### config.mk
export PLATFORM = sky130hd
export DESIGN_NAME = thermo_sensor_i2c_slave_port
export DESIGN_NICKNAME = d
export VERILOG_FILES = /design/src/thermo_port_pkg.sv /design/src/thermo_sensor_i2c_slave_port.sv /design/src/byte_fifo.sv
export VERILOG_INCLUDE_DIRS = /design/src
export SDC_FILE = /design/constraint.sdc
export NUM_CORES = 1
export LEC_CHECK = 0
export ABC_AREA = 1
export BUFFER_PORTS_ARGS = -buffer_cell sky130_fd_sc_hd__buf_2
export CORE_ASPECT_RATIO = 0.7
export CORE_UTILIZATION = 59
export DETAILED_ROUTE_END_ITERATION = 16
export PLACE_DENSITY_LB_ADDON = 0.08
export SLEW_MARGIN = 40
export SYNTH_ARGS = -nofsm -noshare
export SYNTH_HDL_FRONTEND = slang
export SYNTH_SLANG_ARGS = --single-unit
### constraint.sdc
create_clock -name REF_CLK -period 3 [get_ports REF_CLK]
set_clock_uncertainty 0.05 [all_clocks]
set_input_delay 0.45 -clock REF_CLK [delete_from_list [all_inputs] [get_ports REF_CLK]]
set_output_delay 0.45 -clock REF_CLK [all_outputs]
set_load 0.01 [all_outputs]
### src/thermo_port_cfg.svh
// Purpose: constants of the two-wire target port
// Assumes: REF_CLK at 50 MHz
// Notes: times are in ns, cycle counts derive from them
`ifndef THERMO_PORT_CFG_SVH
`define THERMO_PORT_CFG_SVH

// ----------------------------------------
// Clock and timing
// ----------------------------------------
`define CLK_NS 20
`define STRETCH_NS 60000
`define STRETCH_CYC ((`STRETCH_NS + `CLK_NS - 1) / `CLK_NS)
`define SETUP_NS 250
`define SETUP_CYC ((`SETUP_NS + `CLK_NS - 1) / `CLK_NS)

// ----------------------------------------
// Address, pointer and buffer layout
// ----------------------------------------
`define ADDR_FIXED 4'hc
`define PTR_W 6
`define PTR_RESET 6'h00
`define FIFO_W 14
`define FIFO_D 16
`define BIT_LAST 4'h8

`endif

### src/thermo_port_pkg.sv
// Purpose: types of the two-wire target port
// Assumes: nothing
// Notes: state codes written out
package thermo_port_pkg;

    // ----------------------------------------
    // Port states
    // ----------------------------------------
    typedef enum logic [3:0] {
        ST_IDLE = 4'h0,
        ST_ADDR = 4'h1,
        ST_ADDR_ACK = 4'h2,
        ST_WR_BYTE = 4'h3,
        ST_WR_WAIT = 4'h4,
        ST_WR_ACK = 4'h5,
        ST_RD_STRETCH = 4'h6,
        ST_RD_BYTE = 4'h7,
        ST_RD_ACK = 4'h8
    } port_state_t;

endpackage

### src/thermo_sensor_i2c_slave_port.sv
// Purpose: target side of the two-wire serial port of a temperature converter
// Assumes: REF_CLK 50 MHz, pins sampled through two flops
// Notes: open-drain pins, enables low while pulling the line low
`timescale 1ns/10ps
`include "thermo_port_cfg.svh"
module thermo_sensor_i2c_slave_port
    import thermo_port_pkg::*;
(
    input wire logic REF_CLK,
    input wire logic ARST_N,
    input wire logic SCL_IN,
    output logic SCL_OUT,
    output logic SCL_OE_N,
    input wire logic SDA_IN,
    output logic SDA_OUT,
    output logic SDA_OE_N,
    input wire logic [2:0] ADDR_LEVEL,
    output logic RD_REQ,
    output logic [5:0] RD_PTR,
    input wire logic [7:0] RD_DATA,
    input wire logic RD_VALID,
    output logic WR_VALID,
    input wire logic WR_READY,
    output logic [5:0] WR_PTR,
    output logic [7:0] WR_DATA,
    output logic BUSY
);
    localparam logic [11:0] STRETCH_LAST = 12'(`STRETCH_CYC - 1);
    localparam logic [11:0] SETUP_LAST = 12'(`SETUP_CYC - 1);
    localparam logic [11:0] LOAD_LAST = 12'(`STRETCH_CYC - 1 - `SETUP_CYC);

    // ----------------------------------------
    // Pin synchronisers
    // ----------------------------------------
    logic scl_m, scl_s, scl_d;
    logic sda_m, sda_s, sda_d;
    logic [2:0] lvl_m, lvl_s;

    // Two flops per pin, then a delay stage for edges
    always_ff @(posedge REF_CLK or negedge ARST_N) begin
        if (!ARST_N) begin
            scl_m <= 1'b1;
            scl_s <= 1'b1;
            scl_d <= 1'b1;
            sda_m <= 1'b1;
            sda_s <= 1'b1;
            sda_d <= 1'b1;
            lvl_m <= 3'h0;
            lvl_s <= 3'h0;
        end else begin
            scl_m <= SCL_IN;
            scl_s <= scl_m;
            scl_d <= scl_s;
            sda_m <= SDA_IN;
            sda_s <= sda_m;
            sda_d <= sda_s;
            lvl_m <= ADDR_LEVEL;
            lvl_s <= lvl_m;
        end
    end

    logic scl_rise, scl_fall, start_seen, stop_seen;
    logic [6:0] my_addr;

    // Bus events and own address
    always_comb begin
        scl_rise = scl_s && !scl_d;
        scl_fall = !scl_s && scl_d;
        start_seen = scl_s && scl_d && sda_d && !sda_s;
        stop_seen = scl_s && scl_d && !sda_d && sda_s;
        my_addr = {`ADDR_FIXED, lvl_s};
    end

    // ----------------------------------------
    // Transfer state
    // ----------------------------------------
    port_state_t st, next_st;
    logic [3:0] cnt, next_cnt;
    logic [7:0] shreg, next_shreg;
    logic [7:0] tx, next_tx;
    logic [7:0] pend, next_pend;
    logic pend_ok, next_pend_ok;
    logic [5:0] ptr, next_ptr;
    logic first_wr, next_first_wr;
    logic acked, next_acked;
    logic sda_drv, next_sda_drv;
    logic scl_hold, next_scl_hold;
    logic [11:0] str_cnt, next_str_cnt;
    logic rd_req, next_rd_req;
    logic wr_push, next_wr_push;
    logic [7:0] wr_byte, next_wr_byte;
    logic fifo_ready;

    // Pointer step with wrap inside six bits
    function automatic logic [5:0] ptr_step(input logic [5:0] p);
        ptr_step = p + 6'h01;
    endfunction

    // Next values of the transfer machine
    always_comb begin
        next_st = st;
        next_cnt = cnt;
        next_shreg = shreg;
        next_tx = tx;
        next_pend = pend;
        next_pend_ok = pend_ok;
        next_ptr = ptr;
        next_first_wr = first_wr;
        next_acked = acked;
        next_sda_drv = sda_drv;
        next_scl_hold = scl_hold;
        next_str_cnt = str_cnt;
        next_rd_req = 1'b0;
        next_wr_push = wr_push;
        next_wr_byte = wr_byte;
        if (RD_VALID && st == ST_RD_STRETCH) begin
            next_pend = RD_DATA;
            next_pend_ok = 1'b1;
        end
        if (start_seen) begin
            next_st = ST_ADDR;
            next_cnt = 4'h0;
            next_sda_drv = 1'b0;
            next_scl_hold = 1'b0;
            next_wr_push = 1'b0;
        end else if (stop_seen) begin
            next_st = ST_IDLE;
            next_sda_drv = 1'b0;
            next_scl_hold = 1'b0;
            next_wr_push = 1'b0;
        end else begin
            case (st)
                ST_IDLE: begin
                    next_sda_drv = 1'b0;
                end
                ST_ADDR, ST_WR_BYTE: begin
                    if (scl_rise) begin
                        next_shreg = {shreg[6:0], sda_s};
                        next_cnt = cnt + 4'h1;
                    end else if (scl_fall && cnt == `BIT_LAST) begin
                        if (st == ST_ADDR) begin
                            if (shreg[7:1] == my_addr) begin
                                next_sda_drv = 1'b1;
                                next_st = ST_ADDR_ACK;
                                next_acked = shreg[0];
                                next_first_wr = 1'b1;
                            end else begin
                                next_st = ST_IDLE;
                            end
                        end else if (first_wr) begin
                            next_ptr = shreg[5:0];
                            next_first_wr = 1'b0;
                            next_sda_drv = 1'b1;
                            next_st = ST_WR_ACK;
                        end else begin
                            next_wr_byte = shreg;
                            next_wr_push = 1'b1;
                            next_scl_hold = 1'b1;
                            next_st = ST_WR_WAIT;
                        end
                    end
                end
                ST_WR_WAIT: begin
                    next_str_cnt = 12'h000;
                    if (fifo_ready) begin
                        next_wr_push = 1'b0;
                        next_sda_drv = 1'b1;
                        next_st = ST_WR_ACK;
                    end
                end
                ST_ADDR_ACK, ST_WR_ACK: begin
                    if (scl_hold) begin
                        // Acknowledge settles before the held clock is let go
                        next_str_cnt = str_cnt + 12'h001;
                        if (str_cnt == SETUP_LAST) begin
                            next_scl_hold = 1'b0;
                        end
                    end else if (scl_fall) begin
                        next_sda_drv = 1'b0;
                        next_cnt = 4'h0;
                        if (st == ST_ADDR_ACK && acked) begin
                            next_st = ST_RD_STRETCH;
                            next_scl_hold = 1'b1;
                            next_str_cnt = 12'h000;
                            next_rd_req = 1'b1;
                            next_pend_ok = 1'b0;
                            next_sda_drv = !tx[7];
                        end else begin
                            next_st = ST_WR_BYTE;
                        end
                    end
                end
                ST_RD_STRETCH: begin
                    next_str_cnt = str_cnt + 12'h001;
                    if (scl_rise) begin
                        next_scl_hold = 1'b0;
                        next_st = ST_RD_BYTE;
                    end else if (str_cnt == LOAD_LAST) begin
                        // New MSB set up a setup time before the clock is let go
                        if (pend_ok || RD_VALID) begin
                            next_tx = pend_ok ? pend : RD_DATA;
                            next_sda_drv = pend_ok ? !pend[7] : !RD_DATA[7];
                        end
                    end else if (str_cnt == STRETCH_LAST) begin
                        next_scl_hold = 1'b0;
                        next_st = ST_RD_BYTE;
                    end
                end
                ST_RD_BYTE: begin
                    if (scl_fall) begin
                        if (cnt == 4'h7) begin
                            next_sda_drv = 1'b0;
                            next_st = ST_RD_ACK;
                        end else begin
                            next_cnt = cnt + 4'h1;
                            next_sda_drv = !tx[6 - cnt[2:0]];
                        end
                    end
                end
                ST_RD_ACK: begin
                    if (scl_rise) begin
                        next_acked = !sda_s;
                    end else if (scl_fall) begin
                        next_cnt = 4'h0;
                        if (acked) begin
                            next_ptr = ptr_step(ptr);
                            next_st = ST_RD_STRETCH;
                            next_scl_hold = 1'b1;
                            next_str_cnt = 12'h000;
                            next_rd_req = 1'b1;
                            next_pend_ok = 1'b0;
                            next_sda_drv = !tx[7];
                        end else begin
                            next_st = ST_IDLE;
                        end
                    end
                end
                default: begin
                    next_st = ST_IDLE;
                    next_sda_drv = 1'b0;
                    next_scl_hold = 1'b0;
                end
            endcase
        end
    end

    // Transfer registers
    always_ff @(posedge REF_CLK or negedge ARST_N) begin
        if (!ARST_N) begin
            st <= ST_IDLE;
            cnt <= 4'h0;
            shreg <= 8'h00;
            tx <= 8'hff;
            pend <= 8'h00;
            pend_ok <= 1'b0;
            ptr <= `PTR_RESET;
            first_wr <= 1'b0;
            acked <= 1'b0;
            sda_drv <= 1'b0;
            scl_hold <= 1'b0;
            str_cnt <= 12'h000;
            rd_req <= 1'b0;
            wr_push <= 1'b0;
            wr_byte <= 8'h00;
        end else begin
            st <= next_st;
            cnt <= next_cnt;
            shreg <= next_shreg;
            tx <= next_tx;
            pend <= next_pend;
            pend_ok <= next_pend_ok;
            ptr <= next_ptr;
            first_wr <= next_first_wr;
            acked <= next_acked;
            sda_drv <= next_sda_drv;
            scl_hold <= next_scl_hold;
            str_cnt <= next_str_cnt;
            rd_req <= next_rd_req;
            wr_push <= next_wr_push;
            wr_byte <= next_wr_byte;
        end
    end

    // ----------------------------------------
    // Write buffer toward the register file
    // ----------------------------------------
    logic [13:0] fifo_out;

    byte_fifo #(
        .WIDTH(`FIFO_W),
        .DEPTH(`FIFO_D)
    ) u_fifo (
        .clk(REF_CLK),
        .rst_n(ARST_N),
        .in_valid(wr_push),
        .in_ready(fifo_ready),
        .in_data({ptr, wr_byte}),
        .out_valid(WR_VALID),
        .out_ready(WR_READY),
        .out_data(fifo_out)
    );

    // Pin and side outputs; lines only ever pulled low
    always_comb begin
        SDA_OUT = 1'b0;
        SCL_OUT = 1'b0;
        SDA_OE_N = !sda_drv;
        SCL_OE_N = !scl_hold;
        WR_PTR = fifo_out[13:8];
        WR_DATA = fifo_out[7:0];
        RD_REQ = rd_req;
        RD_PTR = ptr;
        BUSY = (st != ST_IDLE);
    end

    // ----------------------------------------
    // Checks
    // ----------------------------------------
    chk_start_release : assert property (@(posedge REF_CLK) disable iff (!ARST_N)
        start_seen |=> (st == ST_ADDR && SDA_OE_N && SCL_OE_N))
        else $error("start did not release the bus");
    chk_stop_idle : assert property (@(posedge REF_CLK) disable iff (!ARST_N)
        stop_seen |=> (st == ST_IDLE && SDA_OE_N))
        else $error("stop did not end the transfer");
    chk_addr_match : assert property (@(posedge REF_CLK) disable iff (!ARST_N)
        (st == ST_ADDR && !start_seen && !stop_seen && scl_fall && cnt == `BIT_LAST)
        |=> (!SDA_OE_N == ($past(shreg[7:1]) == {4'hc, $past(lvl_s)})))
        else $error("address acknowledge disagrees with match");
    chk_dir_bit : assert property (@(posedge REF_CLK) disable iff (!ARST_N)
        (st == ST_ADDR_ACK && acked && scl_fall && !start_seen && !stop_seen)
        |=> (st == ST_RD_STRETCH && RD_REQ))
        else $error("read bit did not start a read");
    chk_stretch_held : assert property (@(posedge REF_CLK) disable iff (!ARST_N)
        (st == ST_RD_STRETCH && str_cnt < STRETCH_LAST && !scl_rise) |=> !SCL_OE_N)
        else $error("clock released early during stretch");
    logic [12:0] hold_age, next_hold_age;

    // Age of the current read stretch, for the length check
    always_comb begin
        next_hold_age = (st == ST_RD_STRETCH && !SCL_OE_N) ? hold_age + 13'h0001 : 13'h0000;
    end

    // Stretch age register
    always_ff @(posedge REF_CLK or negedge ARST_N) begin
        if (!ARST_N) begin
            hold_age <= 13'h0000;
        end else begin
            hold_age <= next_hold_age;
        end
    end

    chk_stretch_end : assert property (@(posedge REF_CLK) disable iff (!ARST_N)
        hold_age <= 13'(`STRETCH_CYC))
        else $error("stretch lasted too long");
    chk_ptr_incr : assert property (@(posedge REF_CLK) disable iff (!ARST_N)
        (st == ST_RD_ACK && acked && scl_fall && !start_seen && !stop_seen)
        |=> ptr == 6'($past(ptr) + 6'h01))
        else $error("pointer did not advance");
    chk_ptr_load : assert property (@(posedge REF_CLK) disable iff (!ARST_N)
        (st == ST_WR_BYTE && first_wr && scl_fall && cnt == `BIT_LAST
        && !start_seen && !stop_seen) |=> (ptr == $past(shreg[5:0]) && !SDA_OE_N))
        else $error("first write byte not taken as pointer");
    chk_nak_release : assert property (@(posedge REF_CLK) disable iff (!ARST_N)
        (st == ST_RD_ACK && !acked && scl_fall && !start_seen && !stop_seen)
        |=> (SDA_OE_N && st == ST_IDLE) [*2])
        else $error("data not released after not-acknowledge");
    chk_data_low_clk : assert property (@(posedge REF_CLK) disable iff (!ARST_N)
        ($changed(sda_drv) && $past(st) != ST_IDLE && !$past(start_seen)
        && !$past(stop_seen)) |-> !$past(scl_s))
        else $error("data changed while clock high");
endmodule

### src/byte_fifo.sv
// Purpose: buffer between received bytes and the register file
// Assumes: single clock, depth a power of two
// Notes: extra pointer bit tells full from empty
`timescale 1ns/10ps
module byte_fifo #(
    parameter int WIDTH = 14,
    parameter int DEPTH = 16
) (
    input wire logic clk,
    input wire logic rst_n,
    input wire logic in_valid,
    output logic in_ready,
    input wire logic [WIDTH-1:0] in_data,
    output logic out_valid,
    input wire logic out_ready,
    output logic [WIDTH-1:0] out_data
);
    localparam int AW = $clog2(DEPTH);

    logic [WIDTH-1:0] mem [DEPTH];
    logic [AW:0] wp;
    logic [AW:0] rp;
    logic [AW:0] next_wp;
    logic [AW:0] next_rp;
    logic push;
    logic pop;

    // ----------------------------------------
    // Flags and pointer steps
    // ----------------------------------------
    always_comb begin
        in_ready = (wp[AW] == rp[AW]) || (wp[AW-1:0] != rp[AW-1:0]);
        out_valid = (wp != rp);
        push = in_valid && in_ready;
        pop = out_valid && out_ready;
        next_wp = push ? wp + 1'b1 : wp;
        next_rp = pop ? rp + 1'b1 : rp;
        out_data = mem[rp[AW-1:0]];
    end

    // Pointer registers
    always_ff @(posedge clk or negedge rst_n) begin
        if (!rst_n) begin
            wp <= '0;
            rp <= '0;
        end else begin
            wp <= next_wp;
            rp <= next_rp;
        end
    end

    // Storage
    always_ff @(posedge clk) begin
        if (push) begin
            mem[wp[AW-1:0]] <= in_data;
        end
    end

    chk_full_refuse : assert property (@(posedge clk) disable iff (!rst_n)
        (wp[AW] != rp[AW] && wp[AW-1:0] == rp[AW-1:0]) |-> !in_ready)
        else $error("fifo accepts while full");
endmodule

# ---- Word level (Yosys, flattened, before mapping)
# Memory sizes are Yosys's and may differ from the RTL's.
# Index checks and enable logic that the tools add are counted.
dict set report totals {
  inputBits 17
  mem_count 1
  elab_cells 255
  ramBits 224
  regBits 87
}
# memory words word_bits read_ports rd_ports_with_merged_regs write_ports line_no
set mem_list {}
lappend mem_list {u_fifo.mem 16 14 1 0 1 byte_fifo.sv:20} ;# logic [WIDTH-1:0] mem [DEPTH];
dict set report classes {
  n_eq_ne 57
  reduce_logical 45
  bitwise_logic 5
  add_sub_neg 6
  order_cmp 1
  mux 115
}
# cell count
set op_table {}
lappend op_table {{$mux W4} 23}
lappend op_table {{$mux W12} 6}
lappend op_table {{$mux W1} 64}
lappend op_table {{$ne A4 B4 Y1 const B} 13}
lappend op_table {{$pmux W12 S4} 1}
lappend op_table {{$mux W6} 7}
lappend op_table {{$lt A32 B4 Y1 const B} 1}
lappend op_table {{$pmux W4 S7} 1}
lappend op_table {{$eq A12 B12 Y1 const B} 2}
lappend op_table {{$ne A3 B3 Y1 const B} 8}
lappend op_table {{$ne A2 B2 Y1 const B} 11}
lappend op_table {{$eq A4 B3 Y1 const B} 5}
lappend op_table {{$reduce_and A10 Y1} 2}
lappend op_table {{$reduce_and A6 Y1} 3}
lappend op_table {{$pmux W4 S4} 1}
lappend op_table {{$reduce_and A8 Y1} 2}
lappend op_table {{$ne A5 B5 Y1 const B} 3}
lappend op_table {{$reduce_and A14 Y1} 1}
lappend op_table {{$reduce_and A7 Y1} 2}
lappend op_table {{$add A12 B1 Y12 const B} 1}
lappend op_table {{$eq A12 B4 Y1 const B} 1}
lappend op_table {{$logic_and A1 B1 Y1} 12}
lappend op_table {{$pmux W6 S2} 1}
lappend op_table {{$reduce_and A12 Y1} 1}
lappend op_table {{32 further kinds} 57}

# ---- Logic depth before layout (Yosys ltp)
# Gate-level depths: netlist of run 1.
dict set report logic_depth {
  ltp_word 9
  depth_mapped 13
}

# ---- Hierarchy
# A second synthesis of run 1 with hierarchy kept.
dict set report hier_totals {
  hier_cells 1473
  area_unflattened_um2 14187.4
}
# module area_per_inst_um2 cells_per_inst seq_area_each_um2 instances
set by_module_without_submodules {}
lappend by_module_without_submodules {byte_fifo 9759.4 883 6976.7 1}
lappend by_module_without_submodules {thermo_sensor_i2c_slave_port 4428.0 590 1944.4 1}

# ---- Least setup slack after synthesis of run 1
# Ideal clock, no wire load.
dict set report synth_timing {
  path_type {register -> register}
  from {reg u_fifo.rp[0]}
  to {mem u_fifo.mem[11][0] (enable)}
  period_less_slack_ns 2.283
  setup_ns 0.384
  stages_incl_launch_ff 10
  n_path_buf 1
  t_arrival_ns 1.849
  required_time_ns 2.566
  path_slack_ns 0.717
  cell_sequence {dfrtp_1 buf_2 nand2_1 nand2_1 a21oi_1 nand3_1 nand2_1 nor2_1 inv_1 nor2_1}
}
dict set report synth_via {
  elab_chain_len 5
}
# item line_no
set synth_lines {}
lappend synth_lines {{from (decl)} byte_fifo.sv:22} ;# logic [AW:0] rp;
lappend synth_lines {{from (signal assigned)} byte_fifo.sv:48} ;# rp <= next_rp;
lappend synth_lines {{$ne A4 B4 Y1} byte_fifo.sv:32} ;# in_ready = (wp[AW] == rp[AW]) || (wp[AW-1:0] != rp[AW-1:0]);
lappend synth_lines {{$logic_or A1 B1 Y1} byte_fifo.sv:32}
lappend synth_lines {{$logic_and A1 B1 Y1} byte_fifo.sv:34} ;# push = in_valid && in_ready;
lappend synth_lines {{$mux W1} byte_fifo.sv:54} ;# if (push) begin
lappend synth_lines {{$mux W1 (not written as such)} byte_fifo.sv:55} ;# mem[wp[AW-1:0]] <= in_data;
lappend synth_lines {{to (decl)} byte_fifo.sv:20}
# Every way passes these cells.

# ---- Worst setup path after layout of run 1
dict set report layout_timing {
  from {reg u_fifo.rp[2]}
  to {out WR_DATA[0]}
}
dict set report layout_via {
  elab_chain_len 1
}
# item line_no
set layout_lines {}
lappend layout_lines {{$mem_v2 Z16 W14} --}
lappend layout_lines {{to (decl)} thermo_sensor_i2c_slave_port.sv:25} ;# output logic [7:0] WR_DATA,
# Every way passes these cells.

==> impl_metrics.csv, run 1 <==
group,metric,value,unit
run_status,run_status,"completed",
clocking,cts_made_buffers,29,
finish,mostFrequentLayoutCells,"nand2_1, edfxtp_1, nor2_1",
drt,drt-pass1-iter-count,5,
power,post-layout-total-power,11.8,mW
logic_synthesis,synth_seq_cells,311,
logic_synthesis,edff_count_synth,224,
clocking,clk_root_buffer_cell,"clkbuf_16",
drt,detail_route.iter0.violations,1176,
placed_design,place_hpwl,22200,um
logic_synthesis,synth_async_reset_ratio,28.0,%
setup_path,reg2reg_setup_slack,0.43,ns
clocking,worstSkewPairLatency,0.55,ns
power,power.density_cell_area,769,nW/um2
drt,detail_route.wirelength,34700,um
logic_synthesis,ys_seq_area_share,65.4,%
sta,grt_setup_unrepaired,"no",
power,vdd_drop_max,0.567,mV
drt,wl_per_cell,20.6,um
sta,fin_tns_setup,0,ns
logic_synthesis,synthesis.area_per_instance,10.5,um2
sta,final_max_slew_viol_count,0,
setup_path,worst-setup-path-type,"reg2out",
global_route,number_of_global_route_vias_before_repair,9014,
setup_path,critPathCaptureType,"primary output",
drt,antenna_left,0,
die,initial_core_util,60.1,%
logic_synthesis,post_synth_instance_area,13600,um2
clocking,cts_sinks,311,
die,coreArea,22700,um2
die,row_count,46,
global_route,grt-ovfl-total,0,
setup_path,worst_path_maximum_fanout,14,
die,die_height,129,um
logic_synthesis,netlist-cell-type-count,43,
clocking,htreeDepth,1,
sta,slew-limit-headroom,47.2,%
logic_synthesis,yosys_most_used_dff,"edfxtp_1",
sta,final_min_period_over_clock_period,97.4,%
finish,final_core_utilization,67.7,%
setup_path,worstSetupStartpointType,"flop",
setup_path,crit_required,2.50,ns
power,p_leak,5.60,nW
logic_synthesis,netlist_instances,1294,
clocking,clockBufferDepth,3,
clocking,path_clk_slew,0.07,ns
job,timing.max_cap.violations,0,
placed_design,gpl.final_weighted_congestion,0.947,
finish,final_net_count,1380,
clocking,cts_tree,"done",
global_route,pin_count_of_the_biggest_net_entering_global_routing,114,
die,design.portCount,44,
finish,final_layout_size_suffix_gt1_share,13.1,%
global_route,grt_pass1_wl,52600,um
finish,fill_cells,1763,
sta,fmax,0.342,GHz
placed_design,dp_worst_slack,0.555,ns
sta,hold_viol,0,
worst_hold_path,hold_class,"in2reg",
global_route,global_route.usage.total,29.6,%
sta,count_of_final_setup_violators,0,
setup_path,worst-endpoint-arrival,2.42,ns
sta,post-route-min-period,2.92,ns
die,width_of_the_die,184,um
finish,layout_commonest_cell,"nand2_1",
logic_synthesis,ys.warnings.count,0,
drt,vias,9927,
finish,syn_to_layout_area_delta,12.6,%
die,fp.dieArea,23700,um2
global_route,initial_antenna_violation_count,0,
sta,post-route-worst-setup-slack,0.0788,ns
drt,drt-vias-per-instance,5.89,
sta,tightestPinTransition,0.789,ns
finish,num_antenna_cells,0,
placed_design,port_buffers,41,
drt,drt_drc_violations_left,0,
clocking,cts_post_setup_buffers_inserted,0,
[power breakdown]
part / internal [mW] / total [mW] / switching [mW]
sequential: 4.73 / 4.88 / 0.148
combinational: 0.977 / 3.17 / 2.19
clock: 2.18 / 3.76 / 1.58
total: 7.89 / 11.8 / 3.92
[cell usage after synthesis (2+ instances only)]
library cell | count | share of area, %
a21oi_1 | 15 | 0.55
buf_1 | 2 | 0.055
buf_2 | 8 | 0.29
buf_4 | 8 | 0.44
buf_6 | 2 | 0.17
clkbuf_1 | 43 | 1.2
dfrtp_1 | 73 | 13
dfstp_2 | 14 | 2.7
edfxtp_1 | 224 | 49
ha_1 | 11 | 1.0
inv_1 | 65 | 1.8
inv_2 | 12 | 0.33
nand2_1 | 225 | 6.2
nand2_2 | 7 | 0.32
nand3_1 | 77 | 2.8
nand3b_1 | 2 | 0.11
nand4_1 | 10 | 0.46
nor2_1 | 194 | 5.3
nor2_2 | 4 | 0.18
nor3_1 | 10 | 0.37
o211ai_1 | 7 | 0.39
o21ai_0 | 146 | 5.4
o21ai_1 | 30 | 1.1
o21ai_2 | 8 | 0.51
o21bai_1 | 3 | 0.17
o221ai_1 | 21 | 1.3
o22ai_1 | 36 | 1.7
o31ai_1 | 4 | 0.22
xnor2_1 | 2 | 0.13
xor2_1 | 18 | 1.2
[through the flow]
step / area [um2] / hold WS, ns / cells
after floorplan: 13600 / 0.104 / 1295
after global placement: 14300 / 0.283 / 1626
after detailed placement: 14300 / 0.286 / 1626
after CTS: 15300 / 0.0980 / 1685
after global routing: 15300 / 0.128 / 1686
final: 15300 / 0.107 / 1686
[layout make-up]
class | instances | area, um2 | area share (%)
Clock buffer | 37 | 776 | 5.05
Tap cell | 312 | 390 | 2.54
Inverter | 79 | 299 | 1.95
Timing Repair Buffer | 89 | 641 | 4.17
Clock inverter | 16 | 196 | 1.28
Sequential cell | 311 | 8920 | 58.1
Multi-Input combinational cell | 842 | 4120 | 26.9
[worst paths after layout]
check                        startpoint          endpoint  cells after the start
min reg2reg                    lvl_m[0]          lvl_s[0]                      0
max reg2reg                u_fifo.rp[0]  u_fifo.mem[5][4]                     10
min                          RD_DATA[3]           pend[3]                      3
max in group asynchronous        ARST_N        str_cnt[7]                      3
max                        u_fifo.rp[2]        WR_DATA[0]                      6
min in group asynchronous        ARST_N           pend[7]                      2
[cell families (layout without fill, tap and decap cells)]
| kind of cell | after synthesis | after routing | share of synthesized area [%] |
|---|---|---|---|
| flip-flops | 311 | 311 | 65.4 |
| buffers and inverters | 142 | 221 | 4.33 |
| AO/OA/AOI/OAI | 273 | 273 | 11.6 |
| AND/OR/NAND/NOR | 535 | 535 | 16.2 |
| XOR/XNOR | 20 | 20 | 1.29 |
| multiplexers | 1 | 1 | 0.0826 |
| other | 1 | 2 | 0.0275 |
| adder cells (fa/ha/maj) | 11 | 11 | 1.01 |
[critical path, stage by stage, from the launching register on]
cell and delay, ns:
dfrtp_1 0.42, buf_4 0.19, nand2_1 0.10, clkinv_1 0.53, nand2_1 0.23, nand3_1 0.19, buf_2 0.20
[metal layers]
| metal | GRT usage [%] | vias to the layer above | share of wire [%] |
|---|---|---|---|
| met2 | 40.3 | 436 | 40 |
| met4 | 5.93 | 0 | 1.5 |
| met3 | 5.54 | 43 | 9.1 |
| li1 | - | 4625 | - |
| met1 | 49.0 | 4823 | 49 |
| met5 | 0 | - | 0 |
[timing repair]
action,CTS,global route
gates resized for setup,1,2
setup endpoints to repair,2,8
endpoints found under the hold margin,36,0
pin swaps,0,0
hold buffers,6,0
gates cloned,0,1
[state kept, by name, summed over array words and instances, names as in the netlist, 3 cells and up]
register and count:
cnt 4, lvl_m 3, RD_PTR 6, u_fifo.rp 5, u_fifo.mem 224, wr_byte 8
u_fifo.wp 5, st 4, lvl_s 3, pend 8, str_cnt 12, shreg 8
tx 8
No activity file was read; power rests on OpenSTA's default activity.
==> inputs of run 2 (changes only) <==
==> constraint.sdc (replaced) <==
create_clock -name REF_CLK -period 3 [get_ports REF_CLK]
set_clock_uncertainty 0.05 [all_clocks]
set_input_delay 0.15 -clock REF_CLK [delete_from_list [all_inputs] [get_ports REF_CLK]]
set_output_delay 0.15 -clock REF_CLK [all_outputs]
set_load 0.01 [all_outputs]
==> run 2 against run 1 <==
  * Flip-flop and latch count unchanged
  * Sequential share of layout area down 0.13 points
  * Sequential power about the same
  * First-iteration DRC count down 2.6%
  * Global-route usage down 1.2 points
  * Combinational power down 3%
  * Hold slack better by 0.041 ns
  * Via count down 1.1%
  * Routed wire length down 4.2%
  * Die area unchanged
  * Final cell count up 0.24%
  * Largest cell class unchanged
  * Highest routed layer unchanged
==> impl_metrics.csv, run 2 (same netlist as run 1, synthesis figures left out) <==
group,metric,value,unit
finish,layout_commonest_cell,"nand2_1",
finish,final_core_utilization,67.8,%
setup_path,timing.reg2reg.worst_path_depth,8,
placed_design,port_buffers,41,
clocking,clockBufferDepth,3,
global_route,initial_antenna_violation_count,0,
sta,fin_tns_setup,0,ns
sta,slew-limit-headroom,49.3,%
power,vdd_drop_max,0.600,mV
setup_path,worst-endpoint-arrival,2.59,ns
sta,grt_setup_unrepaired,"no",
clocking,cts_sinks,311,
finish,final_layout_size_suffix_gt1_share,12.7,%
die,width_of_the_die,184,um
power,power.density_cell_area,762,nW/um2
global_route,global_route.usage.total,28.4,%
setup_path,crit_chain,"buf_4 -> o21ai_0 -> o22ai_1 -> o211ai_1 -> nand3_1 -> buf_2",
sta,fmax,0.359,GHz
sta,count_of_final_setup_violators,0,
run_status,run_status,"completed",
clocking,htreeDepth,1,
finish,syn_to_layout_area_delta,12.9,%
setup_path,slowest_delay,0.52,ns
setup_path,crit_required,2.80,ns
die,design.portCount,44,
die,initial_core_util,60.1,%
clocking,cts_tree,"done",
drt,detail_route.wirelength,33200,um
clocking,path_clk_slew,0.07,ns
setup_path,crit-reg2reg-capture,"u_fifo.mem[15][1]",
drt,drt-pass1-iter-count,5,
finish,mostFrequentLayoutCells,"nand2_1, edfxtp_1, nor2_1",
worst_hold_path,hold_class,"in2async",
sta,final_min_period_over_clock_period,92.9,%
setup_path,worstSetupStartpointType,"flop",
sta,hold_viol,0,
power,p_leak,5.63,nW
sta,tightestPinTransition,0.761,ns
clocking,clk_root_buffer_cell,"clkbuf_16",
placed_design,gpl.final_weighted_congestion,0.908,
global_route,pin_count_of_the_biggest_net_entering_global_routing,114,
clocking,cts_post_setup_buffers_inserted,0,
drt,detail_route.iter0.violations,1145,
sta,post-route-min-period,2.79,ns
drt,drt_drc_violations_left,0,
placed_design,place_hpwl,21500,um
setup_path,worst_path_maximum_fanout,66,
finish,largest_register_ff_count,224,
die,die_height,129,um
die,coreArea,22700,um2
setup_path,cp_slowest_cell,"buf_4",
drt,drt-vias-per-instance,5.81,
setup_path,worst-setup-path-type,"reg2out",
drt,antenna_left,0,
global_route,grt-ovfl-total,0,
clocking,cts_made_buffers,29,
setup_path,critPathCaptureType,"primary output",
drt,wl_per_cell,19.7,um
drt,vias,9822,
global_route,grt_pass1_wl,50800,um
global_route,number_of_global_route_vias_before_repair,8710,
finish,num_antenna_cells,0,
setup_path,reg2reg_setup_slack,0.74,ns
setup_path,regToRegStartpoint,"u_fifo.rp[2]",
die,fp.dieArea,23700,um2
finish,final_net_count,1385,
clocking,worstSkewPairLatency,0.54,ns
sta,final_max_slew_viol_count,0,
job,timing.max_cap.violations,0,
die,row_count,46,
## run 2: per-layer routing
metal	wire length (um)	track usage (%)	share of wire (%)
met4	566	5.29	1.7
met5	0	0	0
met1	16200	47.9	49
met2	13300	38.4	40
met3	3110	4.61	9.4
## run 2: worst max path at each step
stage / start / end
5_1_grt: u_fifo.rp[0] / WR_PTR[5]
2_1_floorplan: u_fifo.rp[0] / u_fifo.mem[11][0]
6_report: u_fifo.rp[0] / WR_PTR[5]
3_5_place_dp: u_fifo.rp[2] / u_fifo.mem[15][8]
3_3_place_gp: sda_s / str_cnt[10]
4_1_cts: u_fifo.rp[0] / WR_PTR[5]
## run 2: critical path, delay by kind of cell (launching register included)
family	cells	cell delay, ns
flops	1	0.43
buf+inv	2	0.72
simple gates	1	0.26
compound gates	3	0.57
## run 2: where the power goes
part	total (mW)	leakage, nW	switching [mW]	internal (mW)
combinational	3.08	2.27	2.14	0.936
sequential	4.90	2.88	0.163	4.73
clock	3.75	0.485	1.55	2.20
total	11.7	5.63	3.85	7.88
## run 2: cell type report
| class | instances | area, um2 |
|---|---|---|
| flip-flops and latches | 311 | 8920 |
| well taps | 312 | 390 |
| multi-input cells | 842 | 4120 |
| repair buffers | 94 | 668 |
| clock inverters | 15 | 149 |
| fillers | 1796 | 7290 |
| inverters | 79 | 299 |
| clock buffers | 37 | 831 |
## run 2: per-stage QoR
stage          hold WS (ns)  instance area, um2  power [mW]  std cells  setup slack (ns)
5_1_grt               0.200               15400        12.3       1690            0.0966
3_5_place_dp          0.195               14300        8.02       1623             0.803
3_3_place_gp          0.184               14300        7.99       1623             0.838
6_report              0.148               15400        11.7       1690             0.214
4_1_cts               0.158               15400        11.8       1690             0.247
2_1_floorplan        -0.196               13600        6.87       1295             0.717
## run 2: what timing repair did
item / CTS / global route
endpoints found under the hold margin: 70 / 0
setup endpoints to repair: 0 / 0
hold buffers: 15 / 0
resized for setup: 0 / 0
==> inputs of run 3 (changes only) <==
REMOVE_ABC_BUFFERS = 1   (was unset)
==> run 3 against run 2 <==
  * Non-clock buffer count decreased by 2
  * Via count fell by 0.27%
  * Routed wire length decreased by 0.35%
  * Setup slack lost 0.016 ns
  * Highest routed layer unchanged
  * Clock power fell by 6.1%
  * Critical path type unchanged
  * Register-to-register slack worse by 0.29 ns
==> impl_metrics.csv, run 3 (same netlist as run 1, synthesis figures left out) <==
group,metric,value,unit
clocking,clockBufferDepth,3,
run_status,run_status,"completed",
sta,fmax,0.357,GHz
worst_hold_path,hold_class,"in2async",
drt,vias,9795,
clocking,cts_sinks,311,
power,vdd_drop_max,0.619,mV
clocking,cts_tree,"done",
setup_path,worstSetupStartpointType,"flop",
setup_path,crit_chain,"inv_1 -> buf_4 -> nor2_1 -> buf_4 -> nand2_1 -> nand3_1 -> buf_2",
die,design.portCount,44,
die,initial_core_util,60.1,%
drt,drt-pass1-iter-count,5,
finish,mostFrequentLayoutCells,"nand2_1, edfxtp_1, nor2_1",
global_route,initial_antenna_violation_count,0,
drt,detail_route.wirelength,33100,um
sta,slew-limit-headroom,44.0,%
clocking,cts_repair_resize_count,0,
sta,final_max_slew_viol_count,0,
setup_path,cp_delay_by_family_top,"simple AND/OR/NAND/NOR gates",
drt,drt-vias-per-instance,5.80,
clocking,cts_made_buffers,29,
drt,wl_per_cell,19.6,um
setup_path,timing.reg2reg.worst_path_depth,9,
finish,fill_cells,1778,
global_route,global_route.usage.total,28.9,%
finish,syn_to_layout_area_delta,12.1,%
die,row_count,46,
clocking,worstSkewPairLatency,0.54,ns
setup_path,reg2reg_setup_slack,0.45,ns
clocking,clk_root_buffer_cell,"clkbuf_16",
job,timing.max_cap.violations,0,
setup_path,slowest_delay,0.64,ns
die,fp.dieArea,23700,um2
placed_design,place_hpwl,21200,um
setup_path,regToRegStartpoint,"sda_s",
die,width_of_the_die,184,um
finish,final_net_count,1383,
sta,post-route-worst-setup-slack,0.198,ns
sta,grt_setup_unrepaired,"no",
finish,num_antenna_cells,0,
placed_design,placed_cells_incl_taps,1621,
setup_path,crit_buf_inv,4,
global_route,number_of_global_route_vias_before_repair,9133,
clocking,path_clk_slew,0.06,ns
setup_path,critPathCaptureType,"primary output",
drt,drt_drc_violations_left,0,
clocking,htreeDepth,1,
sta,final_min_period_over_clock_period,93.4,%
sta,count_of_final_setup_violators,0,
die,die_height,129,um
finish,post_layout_nonfiller_instances,1688,
sta,post-route-min-period,2.80,ns
setup_path,cp_slowest_cell,"nor2_1",
die,coreArea,22700,um2
global_route,pin_count_of_the_biggest_net_entering_global_routing,115,
drt,detail_route.iter0.violations,1125,
placed_design,dp_worst_slack,0.535,ns
finish,layout_commonest_cell,"nand2_1",
setup_path,worst-endpoint-arrival,2.60,ns
setup_path,worst_path_maximum_fanout,15,
global_route,grt-ovfl-total,0,
sta,hold_viol,0,
setup_path,crit-reg2reg-capture,"str_cnt[10]",
setup_path,crit_required,2.80,ns
setup_path,cpMostUsedCell,"buf_4",
finish,final_layout_size_suffix_gt1_share,12.2,%
finish,largest_register_ff_count,224,
placed_design,gpl.final_weighted_congestion,0.973,
sta,hold_slack,0.150,ns
power,p_leak,5.57,nW
sta,tightestPinTransition,0.840,ns
drt,antenna_left,0,
power,power.density_cell_area,742,nW/um2
global_route,grt_pass1_wl,52200,um
setup_path,worst-setup-path-type,"reg2out",
placed_design,port_buffers,41,
==> run 3: power by group <==
part,leakage [nW],internal (mW),switching (mW)
Sequential,2.88,4.74,0.174
Clock,0.434,1.99,1.53
Combinational,2.26,0.891,2.03
==> run 3: per-stage QoR <==
stage | utilization, % | setup TNS [ns] | cell area [um2] | power [mW]
2_1_floorplan | - | -302.09 | 13300 | 6.70
3_3_place_gp | 62.8 | 0 | 14200 | 7.81
3_5_place_dp | 62.8 | 0 | 14200 | 7.86
4_1_cts | 67.4 | 0 | 15300 | 11.4
5_1_grt | 67.4 | 0 | 15300 | 11.9
6_report | 67.4 | 0 | 15300 | 11.3
==> run 3: cell type report <==
cell class	instances	area, um2	area share [%]
clock buffer	38	779	5.10
clock inverter	14	119	0.778
inverter	79	300	1.96
multi-input combinational	842	4120	27.0
sequential	311	8930	58.4
tap	312	390	2.55
timing repair buffer	92	644	4.22
==> run 3: worst max path at each step <==
stage | startpoint | end | slack [ns] | cells after the start
after global placement | sda_s | str_cnt[10] | 0.56 | 9
after CTS | u_fifo.rp[3] | WR_DATA[3] | 0.21 | 7
after global routing | u_fifo.rp[0] | WR_PTR[3] | 0.01 | 7
after detailed placement | sda_s | str_cnt[10] | 0.53 | 9
after floorplan | u_fifo.rp[0] | u_fifo.mem[0][0] | -1.24 | 9
final | u_fifo.rp[3] | WR_DATA[3] | 0.20 | 7
==> run 3: worst reg2reg max path, stage by stage (launching register included) <==
cell and delay, ns:
dfstp_2 0.56, nor2_1 0.05, nand2_1 0.33, nand2_1 0.31, a21oi_1 0.25, nand3_2 0.25
inv_2 0.31, nand3_1 0.17, nand2_1 0.10, nor2_1 0.04
==> run 3: what timing repair did <==
item,in CTS,in global routing
buffers inserted,0,0
hold buffers,15,0
hold endpoints to repair,61,0
==> run 3: per-layer routing <==
layer | vias to the layer above | share of wire [%] | GRT usage, %
met4 | 0 | 1.7 | 7.16
met5 | - | 0 | 0
met1 | 4662 | 49 | 47.5
met2 | 450 | 40 | 39.8
li1 | 4633 | - | -
met3 | 50 | 9.0 | 4.44
